[src/pkg/wcio_pkg.sv]
/*
 Weld-cycle discrete I/O package: timing constants, sequencer states, limit field positions.
 Assumes a 250 MHz system clock; no other surroundings.
*/
package wcio_pkg;
    localparam int CLK_HZ = 250_000_000;
    // Minimum discrete input hold time, in milliseconds
    localparam int FILT_MS = 5;
    localparam int FILT_CYC = (CLK_HZ / 1000) * FILT_MS;
    // Sonics hold-off abort time, in seconds (one minute)
    localparam int HOLDOFF_S = 60;
    localparam longint HOLDOFF_CYC = longint'(CLK_HZ) * HOLDOFF_S;
    localparam int PRESET_W = 6;
    localparam int STACK_W = 4;
    localparam int NUM_IN = 8;
    // Filtered input positions
    localparam int IN_HOLDOFF = 0;
    localparam int IN_START = 1;
    localparam int IN_TEST = 2;
    localparam int IN_LOAD = 3;
    localparam int IN_CENTER = 4;
    localparam int IN_INHIBIT = 5;
    localparam int IN_BEGIN = 6;
    localparam int IN_CLEAR = 7;
    // Limit alarm bit positions
    localparam int LIM_ENERGY = 0;
    localparam int LIM_TIME = 1;
    localparam int LIM_PEAK = 2;
    localparam int LIM_W = 3;
    typedef enum logic [3:0] {
        WCIO_IDLE,
        WCIO_DELAY,
        WCIO_WELD,
        WCIO_HOLD,
        WCIO_AB_WAIT,
        WCIO_AB_RUN,
        WCIO_TEST,
        WCIO_ABORTED
    } wcio_state_t;
endpackage : wcio_pkg

[src/rtl/wcio_filter.sv]
/*
 One discrete input: two-flop synchroniser followed by a hold-time filter.
 Assumes the input is a slow level from a connector pin.
*/
`timescale 1ns/100ps
`default_nettype none
module wcio_filter #(
    parameter int HOLD_CYC = wcio_pkg::FILT_CYC
) (
    input wire logic mclk_i,
    input wire logic rst_i,
    input wire logic raw_i,
    output logic level_o
);
    localparam int CW = $clog2(HOLD_CYC + 1);
    logic sync1_ff;
    logic sync2_ff;
    logic level_ff;
    logic [CW-1:0] cnt_ff;
    logic [CW-1:0] nxt_cnt;
    logic nxt_level;

    // Output changes only after the new level has stood the full hold time
    always_comb begin
        nxt_cnt = '0;
        nxt_level = level_ff;
        if (sync2_ff != level_ff) begin
            if (cnt_ff == CW'(HOLD_CYC - 1)) begin
                nxt_level = sync2_ff;
            end else begin
                nxt_cnt = cnt_ff + 1'b1;
            end
        end
    end

    // Synchroniser and filter state
    always_ff @(posedge mclk_i) begin
        if (rst_i) begin
            sync1_ff <= 1'b0;
            sync2_ff <= 1'b0;
            level_ff <= 1'b0;
            cnt_ff <= '0;
        end else begin
            sync1_ff <= raw_i;
            sync2_ff <= sync1_ff;
            level_ff <= nxt_level;
            cnt_ff <= nxt_cnt;
        end
    end

    assign level_o = level_ff;
endmodule : wcio_filter
`default_nettype wire

[src/rtl/wcio_top.sv]
/*
 Weld-cycle sequencer behind the discrete user I/O connector.
 Assumes an external controller drives the discrete inputs and the rest of the
 power supply supplies timing, measurement and configuration as plain ports.
*/
`timescale 1ns/100ps
`default_nettype none
module wcio_top #(
    parameter int FILT_CYC = wcio_pkg::FILT_CYC,
    parameter longint HOLDOFF_CYC = wcio_pkg::HOLDOFF_CYC,
    parameter int PRESET_W = wcio_pkg::PRESET_W,
    parameter int STACK_W = wcio_pkg::STACK_W
) (
    input wire logic mclk_i,
    input wire logic rst_i,
    // Discrete connector inputs, active high after polarity handling upstream
    input wire logic sonics_hold_off_in_i,
    input wire logic ext_weld_start_in_i,
    input wire logic test_cycle_in_i,
    input wire logic preset_load_in_i,
    input wire logic start_freq_center_in_i,
    input wire logic [PRESET_W-1:0] preset_code_in_i,
    input wire logic sonics_inhibit_in_i,
    input wire logic cycle_begin_in_i,
    input wire logic alarm_clear_in_i,
    input wire logic upper_limit_switch_i,
    // Weld engine status and configuration
    input wire logic weld_end_i,
    input wire logic weld_measured_mode_i,
    input wire logic cutoff_expired_i,
    input wire logic hold_end_i,
    input wire logic afterburst_en_i,
    input wire logic ab_delay_end_i,
    input wire logic ab_end_i,
    input wire logic amp2_active_i,
    input wire logic [STACK_W-1:0] stack_num_i,
    input wire logic stack_binary_i,
    input wire logic [wcio_pkg::LIM_W-1:0] limit_low_i,
    input wire logic [wcio_pkg::LIM_W-1:0] limit_high_i,
    input wire logic overload_i,
    input wire logic user_alarm_i,
    input wire logic [1:0] general_alarm_sel_i,
    input wire logic preset_loaded_i,
    // Outputs to the rest of the supply
    output logic sonics_on_o,
    output logic preset_load_req_o,
    output logic [PRESET_W-1:0] preset_num_o,
    output logic freq_center_req_o,
    // Connector outputs
    output logic actuator_home_out_o,
    output logic afterburst_wait_out_o,
    output logic afterburst_active_out_o,
    output logic hold_active_out_o,
    output logic hold_done_out_o,
    output logic [STACK_W-1:0] stack_select_out_o,
    output logic amplitude_step_out_o,
    output logic preset_ack_out_o,
    output logic cycle_good_out_o,
    output logic start_echo_out_o,
    output logic [wcio_pkg::LIM_W-1:0] limit_low_out_o,
    output logic [wcio_pkg::LIM_W-1:0] limit_high_out_o,
    output logic overload_out_o,
    output logic any_alarm_out_o,
    output logic user_alarm_out_o,
    output logic system_ready_out_o
);
    localparam int NI = wcio_pkg::NUM_IN;
    localparam int HW = $clog2(HOLDOFF_CYC + 1);

    logic [NI-1:0] raw_in;
    logic [NI-1:0] flt;
    logic [NI-1:0] flt_q_ff;
    logic [NI-1:0] rise;
    logic [PRESET_W-1:0] code_flt;

    // Filter every discrete input except the upper limit switch before use
    assign raw_in = {alarm_clear_in_i, cycle_begin_in_i, sonics_inhibit_in_i,
                     start_freq_center_in_i, preset_load_in_i, test_cycle_in_i,
                     ext_weld_start_in_i, sonics_hold_off_in_i};

    for (genvar g = 0; g < NI; g++) begin : g_in
        wcio_filter #(.HOLD_CYC(FILT_CYC)) u_flt (
            .mclk_i(mclk_i),
            .rst_i(rst_i),
            .raw_i(raw_in[g]),
            .level_o(flt[g])
        );
    end

    for (genvar c = 0; c < PRESET_W; c++) begin : g_code
        wcio_filter #(.HOLD_CYC(FILT_CYC)) u_flt (
            .mclk_i(mclk_i),
            .rst_i(rst_i),
            .raw_i(preset_code_in_i[c]),
            .level_o(code_flt[c])
        );
    end

    assign rise = flt & ~flt_q_ff;

    logic holdoff;
    logic inhibit;
    assign holdoff = flt[wcio_pkg::IN_HOLDOFF];
    assign inhibit = flt[wcio_pkg::IN_INHIBIT];

    // Sequencer state
    wcio_pkg::wcio_state_t state_ff;
    wcio_pkg::wcio_state_t nxt_state;
    logic [HW-1:0] hold_cnt_ff;
    logic [HW-1:0] nxt_hold_cnt;
    logic home_ff;
    logic nxt_home;
    logic hold_done_ff;
    logic nxt_hold_done;
    logic good_ff;
    logic nxt_good;
    logic cyc_alarm_ff;
    logic nxt_cyc_alarm;
    logic [wcio_pkg::LIM_W-1:0] lo_ff;
    logic [wcio_pkg::LIM_W-1:0] nxt_lo;
    logic [wcio_pkg::LIM_W-1:0] hi_ff;
    logic [wcio_pkg::LIM_W-1:0] nxt_hi;
    logic ovl_ff;
    logic nxt_ovl;
    logic usr_ff;
    logic nxt_usr;
    logic start_req;
    logic weld_done;
    logic new_alarm;

    // Start from cycle input or external start, ready-gated
    assign start_req = rise[wcio_pkg::IN_BEGIN] | rise[wcio_pkg::IN_START];
    // Inhibited measured-mode weld ends only at cutoff
    assign weld_done = (inhibit && weld_measured_mode_i) ? cutoff_expired_i : weld_end_i;
    assign new_alarm = overload_i | user_alarm_i;

    // Cycle sequencing, alarms and status next values
    always_comb begin
        nxt_state = state_ff;
        nxt_hold_cnt = '0;
        nxt_home = home_ff;
        nxt_hold_done = hold_done_ff;
        nxt_good = good_ff;
        nxt_cyc_alarm = cyc_alarm_ff | new_alarm;
        nxt_lo = lo_ff;
        nxt_hi = hi_ff;
        nxt_ovl = ovl_ff | overload_i;
        nxt_usr = usr_ff | user_alarm_i;
        if (upper_limit_switch_i) begin
            nxt_home = 1'b1;
        end else if (state_ff != wcio_pkg::WCIO_IDLE) begin
            nxt_home = 1'b0;
        end
        unique case (state_ff)
            wcio_pkg::WCIO_IDLE: begin
                if (system_ready_out_o && start_req) begin
                    nxt_state = wcio_pkg::WCIO_DELAY;
                    nxt_good = 1'b0;
                    nxt_hold_done = 1'b0;
                    nxt_cyc_alarm = new_alarm;
                    nxt_lo = '0;
                    nxt_hi = '0;
                end else if (system_ready_out_o && rise[wcio_pkg::IN_TEST]) begin
                    nxt_state = wcio_pkg::WCIO_TEST;
                end
            end
            wcio_pkg::WCIO_DELAY: begin
                // Hold-off keeps sonics off; one minute of it aborts
                if (!holdoff) begin
                    nxt_state = wcio_pkg::WCIO_WELD;
                end else if (hold_cnt_ff == HW'(HOLDOFF_CYC - 1)) begin
                    nxt_state = wcio_pkg::WCIO_ABORTED;
                    nxt_cyc_alarm = 1'b1;
                end else begin
                    nxt_hold_cnt = hold_cnt_ff + 1'b1;
                end
            end
            wcio_pkg::WCIO_WELD: begin
                if (weld_done) begin
                    nxt_state = wcio_pkg::WCIO_HOLD;
                    nxt_lo = limit_low_i;
                    nxt_hi = limit_high_i;
                    nxt_cyc_alarm = cyc_alarm_ff | new_alarm | (|limit_low_i)
                                    | (|limit_high_i);
                end
            end
            wcio_pkg::WCIO_HOLD: begin
                if (hold_end_i) begin
                    nxt_hold_done = 1'b1;
                    nxt_state = afterburst_en_i ? wcio_pkg::WCIO_AB_WAIT
                                                : wcio_pkg::WCIO_IDLE;
                    if (!afterburst_en_i) begin
                        nxt_good = ~nxt_cyc_alarm;
                    end
                end
            end
            wcio_pkg::WCIO_AB_WAIT: begin
                if (ab_delay_end_i) begin
                    nxt_state = wcio_pkg::WCIO_AB_RUN;
                end
            end
            wcio_pkg::WCIO_AB_RUN: begin
                if (ab_end_i) begin
                    nxt_state = wcio_pkg::WCIO_IDLE;
                    nxt_good = ~nxt_cyc_alarm;
                end
            end
            wcio_pkg::WCIO_TEST: begin
                if (!flt[wcio_pkg::IN_TEST]) begin
                    nxt_state = wcio_pkg::WCIO_IDLE;
                end
            end
            wcio_pkg::WCIO_ABORTED: begin
                // Every bit of flt must drop before a new cycle; preset code and limit switch are not checked
                if (flt == '0) begin
                    nxt_state = wcio_pkg::WCIO_IDLE;
                end
            end
            default: nxt_state = wcio_pkg::WCIO_IDLE;
        endcase
        // Alarm clear drops latched alarms; a new event wins
        if (rise[wcio_pkg::IN_CLEAR]) begin
            nxt_ovl = overload_i;
            nxt_usr = user_alarm_i;
            nxt_lo = (state_ff == wcio_pkg::WCIO_WELD && weld_done) ? limit_low_i : '0;
            nxt_hi = (state_ff == wcio_pkg::WCIO_WELD && weld_done) ? limit_high_i : '0;
        end
    end

    // Preset and frequency centering
    logic [PRESET_W-1:0] pnum_ff;
    logic [PRESET_W-1:0] nxt_pnum;
    logic pend_ff;
    logic nxt_pend;
    logic ack_ff;
    logic nxt_ack;

    always_comb begin
        nxt_pnum = pnum_ff;
        nxt_pend = pend_ff;
        nxt_ack = ack_ff;
        if (rise[wcio_pkg::IN_LOAD]) begin
            nxt_pnum = code_flt;
            nxt_pend = 1'b1;
            nxt_ack = 1'b0;
        end else if (pend_ff && preset_loaded_i) begin
            nxt_pend = 1'b0;
            nxt_ack = 1'b1;
        end
    end

    // Stack select in one-hot or binary form
    logic [STACK_W-1:0] sel_ff;
    logic [STACK_W-1:0] nxt_sel;
    always_comb begin
        nxt_sel = stack_num_i;
        if (!stack_binary_i) begin
            nxt_sel = '0;
            for (int i = 0; i < STACK_W; i++) begin
                if (stack_num_i == STACK_W'(i)) begin
                    nxt_sel[i] = 1'b1;
                end
            end
        end
    end

    // General alarm selection
    logic gen_ff;
    logic nxt_gen;
    always_comb begin
        unique case (general_alarm_sel_i)
            2'h0: nxt_gen = nxt_ovl | nxt_usr | (|nxt_lo) | (|nxt_hi);
            2'h1: nxt_gen = nxt_ovl;
            2'h2: nxt_gen = (|nxt_lo) | (|nxt_hi);
            default: nxt_gen = nxt_usr;
        endcase
    end

    // Register all state
    always_ff @(posedge mclk_i) begin
        if (rst_i) begin
            flt_q_ff <= '0;
            state_ff <= wcio_pkg::WCIO_IDLE;
            hold_cnt_ff <= '0;
            home_ff <= 1'b0;
            hold_done_ff <= 1'b0;
            good_ff <= 1'b0;
            cyc_alarm_ff <= 1'b0;
            lo_ff <= '0;
            hi_ff <= '0;
            ovl_ff <= 1'b0;
            usr_ff <= 1'b0;
            pnum_ff <= '0;
            pend_ff <= 1'b0;
            ack_ff <= 1'b0;
            sel_ff <= '0;
            gen_ff <= 1'b0;
        end else begin
            flt_q_ff <= flt;
            state_ff <= nxt_state;
            hold_cnt_ff <= nxt_hold_cnt;
            home_ff <= nxt_home;
            hold_done_ff <= nxt_hold_done;
            good_ff <= nxt_good;
            cyc_alarm_ff <= nxt_cyc_alarm;
            lo_ff <= nxt_lo;
            hi_ff <= nxt_hi;
            ovl_ff <= nxt_ovl;
            usr_ff <= nxt_usr;
            pnum_ff <= nxt_pnum;
            pend_ff <= nxt_pend;
            ack_ff <= nxt_ack;
            sel_ff <= nxt_sel;
            gen_ff <= nxt_gen;
        end
    end

    // Sonics on in weld only, never under hold-off or inhibit
    assign sonics_on_o = (state_ff == wcio_pkg::WCIO_WELD) && !holdoff && !inhibit;
    assign preset_load_req_o = pend_ff;
    assign preset_num_o = pnum_ff;
    assign freq_center_req_o = rise[wcio_pkg::IN_CENTER];
    // State indicators
    assign afterburst_wait_out_o = (state_ff == wcio_pkg::WCIO_AB_WAIT);
    assign afterburst_active_out_o = (state_ff == wcio_pkg::WCIO_AB_RUN);
    assign hold_active_out_o = (state_ff == wcio_pkg::WCIO_HOLD);
    assign hold_done_out_o = hold_done_ff;
    assign actuator_home_out_o = home_ff;
    assign stack_select_out_o = sel_ff;
    assign amplitude_step_out_o = amp2_active_i;
    assign preset_ack_out_o = ack_ff;
    assign cycle_good_out_o = good_ff;
    // Echo through delay, weld and hold
    assign start_echo_out_o = (state_ff == wcio_pkg::WCIO_DELAY)
                              || (state_ff == wcio_pkg::WCIO_WELD)
                              || (state_ff == wcio_pkg::WCIO_HOLD);
    assign limit_low_out_o = lo_ff;
    assign limit_high_out_o = hi_ff;
    assign overload_out_o = ovl_ff;
    assign user_alarm_out_o = usr_ff;
    assign any_alarm_out_o = gen_ff;
    // Ready only idle with no latched reset-required alarm
    assign system_ready_out_o = (state_ff == wcio_pkg::WCIO_IDLE) && !ovl_ff
                                && !(|lo_ff) && !(|hi_ff);
endmodule : wcio_top
`default_nettype wire

[config.mk]
export PLATFORM = sky130hd
export DESIGN_NAME = wcio_top
export DESIGN_NICKNAME = d
export VERILOG_FILES = /design/src/pkg/wcio_pkg.sv /design/src/rtl/wcio_filter.sv /design/src/rtl/wcio_top.sv
export SDC_FILE = /design/constraint.sdc
export NUM_CORES = 1
export LEC_CHECK = 0
export BUFFER_PORTS_ARGS = -buffer_cell sky130_fd_sc_hd__buf_2
export CORE_ASPECT_RATIO = 1.2
export CORE_MARGIN = 2
export CORE_UTILIZATION = 30
export CTS_CLUSTER_DIAMETER = 30
export DETAILED_ROUTE_END_ITERATION = 10
export GPL_ROUTABILITY_DRIVEN = 0
export PLACE_DENSITY = 0.51
export RECOVER_POWER = 25
export SYNTH_ARGS = -nofsm -noshare
export SYNTH_HDL_FRONTEND = slang
export SYNTH_SLANG_ARGS = --single-unit
[constraint.sdc]
create_clock -name mclk_i -period 6.6 [get_ports mclk_i]
set_input_delay 1.32 -clock mclk_i [delete_from_list [all_inputs] [get_ports mclk_i]]
set_output_delay 1.32 -clock mclk_i [all_outputs]
set_load 0.1 [all_outputs]
==> results.txt, run 1 <==
----------------------------------------------------
[Run status]
  Failing checks ... capacitance limit, slew limit
  Run status ... finished with violations

[Logic synthesis]
  Synth Area in Compound Gates ... 1.913%
  Dominant cells by area after synthesis ... sky130_fd_sc_hd__dfxtp_1 (47%), sky130_fd_sc_hd__nor2_1 (9.4%), sky130_fd_sc_hd__xnor2_1 (9.3%)
  Count of flip-flops with a built-in enable after synthesis ... 0
  Share of the synthesized netlist area taken by xor and xnor gates ... 15.68%
  Main combinational cell family by area after synthesis ... simple AND/OR/NAND/NOR gates
  Synthesis-stage register bit count ... 404
  Post-synth top area cell ... sky130_fd_sc_hd__dfxtp_1
  Post-synthesis adder-cell area fraction ... 1.091%
  Count of mapped cells out of synthesis ... 1969
  Number of synthesis warnings ... 0
  Average instance area after synthesis ... 8.737 um2
  Fraction of registers with async set or reset after synthesis ... 0%
  Number of distinct standard cells referenced by the synthesized netlist ... 57
  Seq/Total Area, Yosys ... 47.01%
  Mapped Nets ... 2025
  Commonest register cell after synthesis ... sky130_fd_sc_hd__dfxtp_1
  Simple logic cell fraction of the synthesized area ... 30.09%
  Area of the mapped netlist ... 17200 um2
  Proportion of netlist area held by the largest area contributor ... 47.01%
  Fraction of synthesized area in multiplexers ... 1.411%

[Floorplan]
  Number of rows created at floorplan ... 96
  Area of the core ... 56930 um2
  Die boundary height ... 266.3 um
  Initial Util ... 30.22%
  Die boundary width ... 222.6 um
  Die Outline Area ... 59290 um2
  Number of top-level pins ... 73

[Clock network]
  Number of levels in the clock H-tree ... 3
  CTS Sinks ... 404
  TritonCTS clock tree ... yes
  Post-cts repair resize count ... 0
  Buffer depth of the longest clock path ... 3
  Clock Tree Root ... sky130_fd_sc_hd__clkbuf_16
  Clock latency reported for the late side of the worst-skew pair ... 0.62 ns
  Clock buffers created by TritonCTS ... 96
  Hold_buf cts ... 0
  Number of post-CTS setup repair buffers ... 0
  Clock transition at the registers of the reported paths ... 0.05 ns

[Setup path]
  Setup slack, reg-to-reg ... 3.90 ns
  Maximum net fanout on the critical path ... 58
  Highest-delay cell along the critical path ... sky130_fd_sc_hd__clkbuf_1
  Worst stage delay on the critical path ... 1.83 ns
  CP endpoint kind ... flip-flop
  Startpoint-to-endpoint class of the critical path ... in -> reg
  Critical Path Most Common Cell ... sky130_fd_sc_hd__clkbuf_1
  Worst reg2reg path startpoint ... hold_cnt_ff[21]
  Critical path cell sequence ... clkbuf_1, clkbuf_1, or3_1, nor2_1
  Type of element launching the critical path ... primary input
  Critical path required time ... 7.06 ns
  Crit path DAT ... 5.15 ns
  CP Launch Point ... rst_i

[Global routing]
  Total grt overflow ... 0
  Vias in the first global route ... 13140
  Maximum number of pins on one net before global-route repair ... 59
  Antenna violations before repair ... 0
  Wire length of the first global-routing pass ... 62.63 mm
  Total global routing track utilization ... 12.53%

[Routing]
  Initial DRC Count ... 723
  Number of vias after detailed routing ... 13420
  Initial DRT Pass Iterations ... 4
  DRC Markers ... 0
  Average vias per placed instance ... 4.639
  Number of nets still failing antenna checks after routing ... 0
  WL per Instance ... 12.72 um
  Total Wirelength ... 36.81 mm

[Power and ir drop]
  Power per standard cell area ... 359.0 nW/um2
  Worst-case vdd ir drop ... 0.3791 mV
  Total leakage power ... 0.007029 uW
  Proportion of power drawn by combinational gates ... 6.0%
  Power spent charging and discharging nets ... 1958 uW
  Flop pwr share ... 32.6%
  Clk network pwr share ... 61.4%
  Switching Fraction ... 25.30%
  Cell internal pwr ... 5781 uW

[Timing]
  Max Fclk ... 0.2133 GHz
  Unrepaired setup endpoints after global routing ... false
  Post-route clock period utilization ... 71.03%
  Slew Limit Fails ... 90
  Final hold violation count ... 0
  Setup Viol. Count Final ... 0
  Fin Setup TNS ... 0 ns
  Slew of the pin with the lowest slew margin ... 2.443 ns
  Worst max-slew margin expressed relative to the limit ... -62.89%
  Worst Clk Skew ... 0.03873 ns
  Post-layout min period ... 4.688 ns

[Place]
  Total half-perimeter wirelength after legalization and detailed placement ... 24.90 mm
  Buffers on Ports ... 70
  Cell total after placement ... 2715

[Layout]
  Fin util ... 37.86%
  Layout overhead on the synthesized area ... 25.29%
  Nets ... 2134
  Share of post-route cells with drive strength above 1 ... 12.09%
  N_diodes ... 0
  Post-route insts no fill ... 2893

[Job]
  Max-capacitance violation count ... 2

[Min path]
  Worst min-delay path category ... reg -> reg
  Hold_sp ... g_code[5].u_flt.sync1_ff

----------------------------------------------------
power by group through the flow:
stage | clock network [uW] | logic, uW | registers, uW
6_report | 4750 | 467 | 2520
5_1_grt | 5020 | 495 | 2520
4_1_cts | 4860 | 471 | 2520
3_5_place_dp | 0 | 470 | 2570
3_3_place_gp | 0 | 469 | 2570
2_1_floorplan | 0 | 322 | 2600
critical path, delay by kind of cell:
kind | cells | cell delay (ns)
buf+inv | 2 | 2.90
simple gates | 2 | 0.89
cell usage after synthesis (3+ instances only):
cell type                  count
sky130_fd_sc_hd__xnor2_1     183
sky130_fd_sc_hd__nand3_1     117
sky130_fd_sc_hd__nor2_1      432
sky130_fd_sc_hd__or2_2         6
sky130_fd_sc_hd__nand2_1     119
sky130_fd_sc_hd__or4b_2        3
sky130_fd_sc_hd__a21oi_1      24
sky130_fd_sc_hd__nor4b_1      19
sky130_fd_sc_hd__nand4b_1      4
sky130_fd_sc_hd__or4b_1        4
sky130_fd_sc_hd__xor2_1      125
sky130_fd_sc_hd__nor4_1       54
sky130_fd_sc_hd__nand2b_1     10
sky130_fd_sc_hd__buf_2         5
sky130_fd_sc_hd__clkbuf_1     49
sky130_fd_sc_hd__ha_1         15
sky130_fd_sc_hd__nor2b_1      39
sky130_fd_sc_hd__inv_1        57
sky130_fd_sc_hd__a211oi_1      3
sky130_fd_sc_hd__nor3_1       58
sky130_fd_sc_hd__dfxtp_1     404
sky130_fd_sc_hd__mux2i_1      22
sky130_fd_sc_hd__or4_1        13
sky130_fd_sc_hd__and2_1        5
sky130_fd_sc_hd__nor3b_1       3
sky130_fd_sc_hd__o21ai_0       8
sky130_fd_sc_hd__nor4_2        3
sky130_fd_sc_hd__or3_1        26
sky130_fd_sc_hd__buf_6         4
sky130_fd_sc_hd__and3_1       35
sky130_fd_sc_hd__and4_1       22
sky130_fd_sc_hd__nand4_1      69
layer usage:
metal | global-route usage, % | share of wire, %
met2 | 20.29 | 45
met1 | 15.78 | 48
met4 | 5.532 | 2.5
met3 | 3.088 | 4.7
met5 | 0 | 0
cell families (layout without fill, tap and decap cells):
group / count (synthesis) / in the layout
xor+xnor: 308 / 308
compound gates: 51 / 51
mux: 24 / 24
buf+inv: 118 / 307
fa+ha+maj: 15 / 15
flops: 404 / 404
simple gates: 1049 / 1049
sequential cells by signal, indices dropped and copies added, names as in the netlist, 3 cells and up:
register and count:
limit_low_out_o 3, g_code.u_flt.sync2_ff 6, g_in.u_flt.level_o 8, flt_q_ff 6
state_ff 3, g_code.u_flt.level_o 6, stack_select_out_o 4, g_in.u_flt.sync1_ff 8
preset_num_o 6, g_in.u_flt.cnt_ff 168, hold_cnt_ff 34, g_code.u_flt.sync1_ff 6
limit_high_out_o 3, g_in.u_flt.sync2_ff 8, g_code.u_flt.cnt_ff 126
final cells by class:
type	count	area, um2
clock inverter	67	797.0
inverter	57	214.0
timing repair buffer	72	360.3
clock buffer	111	2549
sequential	404	8088
fill	5808	35380
multi-input combinational	1447	8627
tap	735	919.6
final timing paths:
path,endpoint,depth (start not counted)
max,g_code[2].u_flt.cnt_ff[13],4
min,g_code[5].u_flt.sync2_ff,1
max reg2reg,hold_cnt_ff[20],5
min reg2reg,g_code[5].u_flt.sync2_ff,1
cell usage in the layout (no fill, tap or decap), types with 11 or more instances in the layout:
master,Yosys,routed
sky130_fd_sc_hd__nor3_1,58,58
sky130_fd_sc_hd__clkinv_4,0,11
sky130_fd_sc_hd__ha_1,15,15
sky130_fd_sc_hd__xor2_1,125,125
sky130_fd_sc_hd__nor2b_1,39,39
sky130_fd_sc_hd__mux2i_1,22,22
sky130_fd_sc_hd__clkinvlp_4,0,13
sky130_fd_sc_hd__nor4_1,54,55
sky130_fd_sc_hd__buf_2,5,69
sky130_fd_sc_hd__a21oi_1,24,24
sky130_fd_sc_hd__inv_6,0,13
sky130_fd_sc_hd__nand3_1,117,117
sky130_fd_sc_hd__nor2_1,432,432
sky130_fd_sc_hd__and3_1,35,35
sky130_fd_sc_hd__nand4_1,69,69
sky130_fd_sc_hd__or4_1,13,13
sky130_fd_sc_hd__clkbuf_16,0,96
sky130_fd_sc_hd__clkinv_2,0,14
sky130_fd_sc_hd__inv_1,57,57
sky130_fd_sc_hd__nand2_1,119,119
sky130_fd_sc_hd__or3_1,26,26
sky130_fd_sc_hd__dfxtp_1,404,404
sky130_fd_sc_hd__nor4b_1,19,19
sky130_fd_sc_hd__xnor2_1,183,183
sky130_fd_sc_hd__and4_1,22,22
stage by stage:
stage / power, uW / hold WS [ns] / instance area [um2] / setup slack, ns
6_report: 7738 / 0.4221 / 21550 / 1.912
5_1_grt: 8036 / 0.4398 / 21550 / 1.476
4_1_cts: 7853 / 0.4190 / 21570 / 2.934
3_5_place_dp: 3037 / 0.4254 / 18220 / 3.381
3_3_place_gp: 3035 / 0.4201 / 18220 / 3.426
2_1_floorplan: 2921 / 0.4132 / 17200 / 1.763
Note: power is estimated with default switching activity, not from simulation.
==> run 2: changes to the inputs <==
Clock period 6.6 ns to 4.85 ns, I/O delays scaled along.
==> run 2 against run 1 <==
Net effect:
- the flow still finishes with violations (capacitance limit, slew limit)
- highest routed layer unchanged
- cell count is 0.35% lower
- first-iteration DRC count is 30% lower
- largest cell class unchanged
- die area stayed put
==> results.txt, run 2 (synthesis gave the netlist of run 1 again) <==
----------------------------------------------------
[Timing]
  Max Fclk ... 0.2828 GHz
  Slew of the pin with the lowest slew margin ... 1.974 ns (-0.4690 ns)
  Slew Limit Fails ... 41 (-54%)
  Worst Clk Skew ... 0.02427 ns (-0.01447 ns)
  Worst max-slew margin expressed relative to the limit ... -31.62% (+31 points)
  Post-route clock period utilization ... 72.91%
  Unrepaired setup endpoints after global routing ... false
  Setup Viol. Count Final ... 0 (unchanged)
  Post-layout min period ... 3.536 ns
  Fin Setup TNS ... 0 ns (unchanged)
  Final hold violation count ... 0 (unchanged)

[Job]
  Max-capacitance violation count ... 1 (-1)

[Clock network]
  Clock transition at the registers of the reported paths ... 0.05 ns (about the same)
  Post-cts repair resize count ... 0 (unchanged)
  Clock Tree Root ... sky130_fd_sc_hd__clkbuf_16
  Clock latency reported for the late side of the worst-skew pair ... 0.60 ns (-0.02 ns)
  Number of post-CTS setup repair buffers ... 0 (unchanged)
  Buffer depth of the longest clock path ... 3 (unchanged)
  Clock buffers created by TritonCTS ... 91 (-5.2%)
  Hold_buf cts ... 0 (unchanged)
  Number of levels in the clock H-tree ... 3 (unchanged)
  TritonCTS clock tree ... yes
  CTS Sinks ... 404 (unchanged)

[Setup path]
  Cell depth of the worst flop-to-flop path ... 5 (unchanged)
  Critical R2R Capture ... hold_cnt_ff[26]
  Setup slack, reg-to-reg ... 2.14 ns (-1.76 ns)
  Worst reg2reg path startpoint ... hold_cnt_ff[21]
  Critical path cell sequence ... clkbuf_1, inv_1, nand2_1, nor2_1
  Highest-delay cell along the critical path ... sky130_fd_sc_hd__clkbuf_1
  Startpoint-to-endpoint class of the critical path ... in -> reg
  Type of element launching the critical path ... primary input
  CP endpoint kind ... flip-flop
  Maximum net fanout on the critical path ... 40 (-31%)
  Worst stage delay on the critical path ... 1.38 ns (-0.45 ns)
  Crit path DAT ... 3.97 ns (-1.18 ns)
  Critical path required time ... 5.28 ns (-1.78 ns)

[Routing]
  WL per Instance ... 12.77 um (+0.34%)
  Total Wirelength ... 36.81 mm (about the same)
  Number of nets still failing antenna checks after routing ... 0 (unchanged)
  Initial DRC Count ... 508 (-30%)
  DRC Markers ... 0 (unchanged)
  Number of vias after detailed routing ... 13360 (-0.48%)
  Initial DRT Pass Iterations ... 5 (+1)
  Average vias per placed instance ... 4.632 (-0.14%)

[Floorplan]
  Area of the core ... 56930 um2 (unchanged)
  Number of rows created at floorplan ... 96 (unchanged)
  Die Outline Area ... 59290 um2 (unchanged)
  Number of top-level pins ... 73 (unchanged)
  Initial Util ... 30.22% (unchanged)
  Die boundary height ... 266.3 um (unchanged)
  Die boundary width ... 222.6 um (unchanged)

[Run status]
  Failing checks ... capacitance limit, slew limit
  Run status ... finished with violations

[Layout]
  Commonest non-fill, non-tap cell in the layout ... sky130_fd_sc_hd__nor2_1
  Filler cells ... 5822 (+0.24%)
  N_diodes ... 0 (unchanged)
  Max reg flops ... 168 (unchanged)
  Post-route insts no fill ... 2883 (-0.35%)
  Total area of multi-input combinational cells ... 8627 um2 (unchanged)
  Leading cell types in the layout, fill and taps excluded ... sky130_fd_sc_hd__nor2_1 (432), sky130_fd_sc_hd__dfxtp_1 (404), sky130_fd_sc_hd__xnor2_1 (183), sky130_fd_sc_hd__xor2_1 (125), sky130_fd_sc_hd__nand2_1 (119)
  Register with the most flip-flops ... g_in.u_flt.cnt_ff
  Register cell area after layout ... 8088 um2 (unchanged)
  Share of post-route cells with drive strength above 1 ... 11.45% (-0.64 points)
  Nets ... 2128 (-0.28%)
  Layout overhead on the synthesized area ... 24.74%
  Registers with the highest flip-flop counts ... g_in.u_flt.cnt_ff (168), g_code.u_flt.cnt_ff (126), hold_cnt_ff (34)

[Power and ir drop]
  Worst-case vdd ir drop ... 0.3783 mV (-0.21%)
  Power per standard cell area ... 485.5 nW/um2 (+35%)
  Total leakage power ... 0.006949 uW (-1.1%)

[Min path]
  Worst min-delay path endpoint ... g_in[1].u_flt.sync2_ff
  Hold_sp ... g_in[1].u_flt.sync1_ff
  Worst Hold Depth ... 1 (unchanged)
  Worst min-delay path category ... reg -> reg

[Global routing]
  Vias in the first global route ... 13240 (+0.79%)
  Wire length of the first global-routing pass ... 62.96 mm (+0.53%)
  Met1 capacity usage during global routing ... 15.96% (+0.18 points)
  Maximum number of pins on one net before global-route repair ... 49 (-17%)
  Total grt overflow ... 0 (unchanged)
  Global routing met2 resource utilization ... 20.60% (+0.31 points)
  Antenna violations before repair ... 0 (unchanged)
  Met3 GRT Util ... 2.944% (-0.14 points)
  Total global routing track utilization ... 12.62% (+0.092 points)
  Layer with the highest usage ... met2

[Place]
  Buffers on Ports ... 70 (unchanged)
  Cell total after placement ... 2714 (-0.037%)
  Total half-perimeter wirelength after legalization and detailed placement ... 24.97 mm (+0.27%)

----------------------------------------------------
==> run 2: metrics by stage <==
step / worst slack (ns) / total power (uW) / hold slack [ns] / utilization [%] / cell area (um2)
2_1_floorplan: 0.3627 / 3975 / 0.4132 / - / 17200
3_3_place_gp: 2.020 / 4115 / 0.4192 / 31.99 / 18220
3_5_place_dp: 1.948 / 4120 / 0.4263 / 31.99 / 18220
4_1_cts: 1.350 / 10590 / 0.4344 / 37.72 / 21480
5_1_grt: 0.9549 / 10810 / 0.4473 / 37.69 / 21460
6_report: 1.314 / 10420 / 0.4303 / 37.69 / 21460
==> run 2: worst max-delay path by stage <==
stage,startpoint,to,slack [ns],cells past startpoint
after CTS,state_ff[1],sonics_on_o,1.35,3
after global placement,state_ff[1],sonics_on_o,2.02,3
final,rst_i,hold_cnt_ff[26],1.31,4
after global routing,rst_i,hold_cnt_ff[7],0.95,4
after floorplan,state_ff[0],sonics_on_o,0.36,3
after detailed placement,rst_i,g_code[1].u_flt.cnt_ff[12],1.95,4
==> run 2: power breakdown <==
part           switching, uW  internal (uW)  leakage, uW
Clock                   1950           4420      0.00155
Sequential              61.8           3370      0.00326
Combinational            469            149      0.00214
Total                   2480           7940      0.00695
==> run 2: metal layers <==
| layer | vias up | wire (um) | share of wire [%] |
|---|---|---|---|
| li1 | 6876 | - | - |
| met3 | 62 | 1754 | 4.8 |
| met2 | 202 | 16660 | 45 |
| met1 | 6215 | 17560 | 48 |
| met4 | 0 | 837 | 2.3 |
| met5 | - | 0 | 0 |
==> run 2: critical path, delay by kind of cell <==
family	cells	cell delay, ns
buffers and inverters	2	1.88
AND/OR/NAND/NOR	2	1.11
==> run 2: area by class of cell <==
cell class	count	area share, %
Clock inverter	57	3.504
Timing Repair Buffer	71	1.638
Clock buffer	112	11.69
Tap cell	735	4.285
Multi-Input combinational cell	1447	40.20
Sequential cell	404	37.69
Inverter	57	0.9970
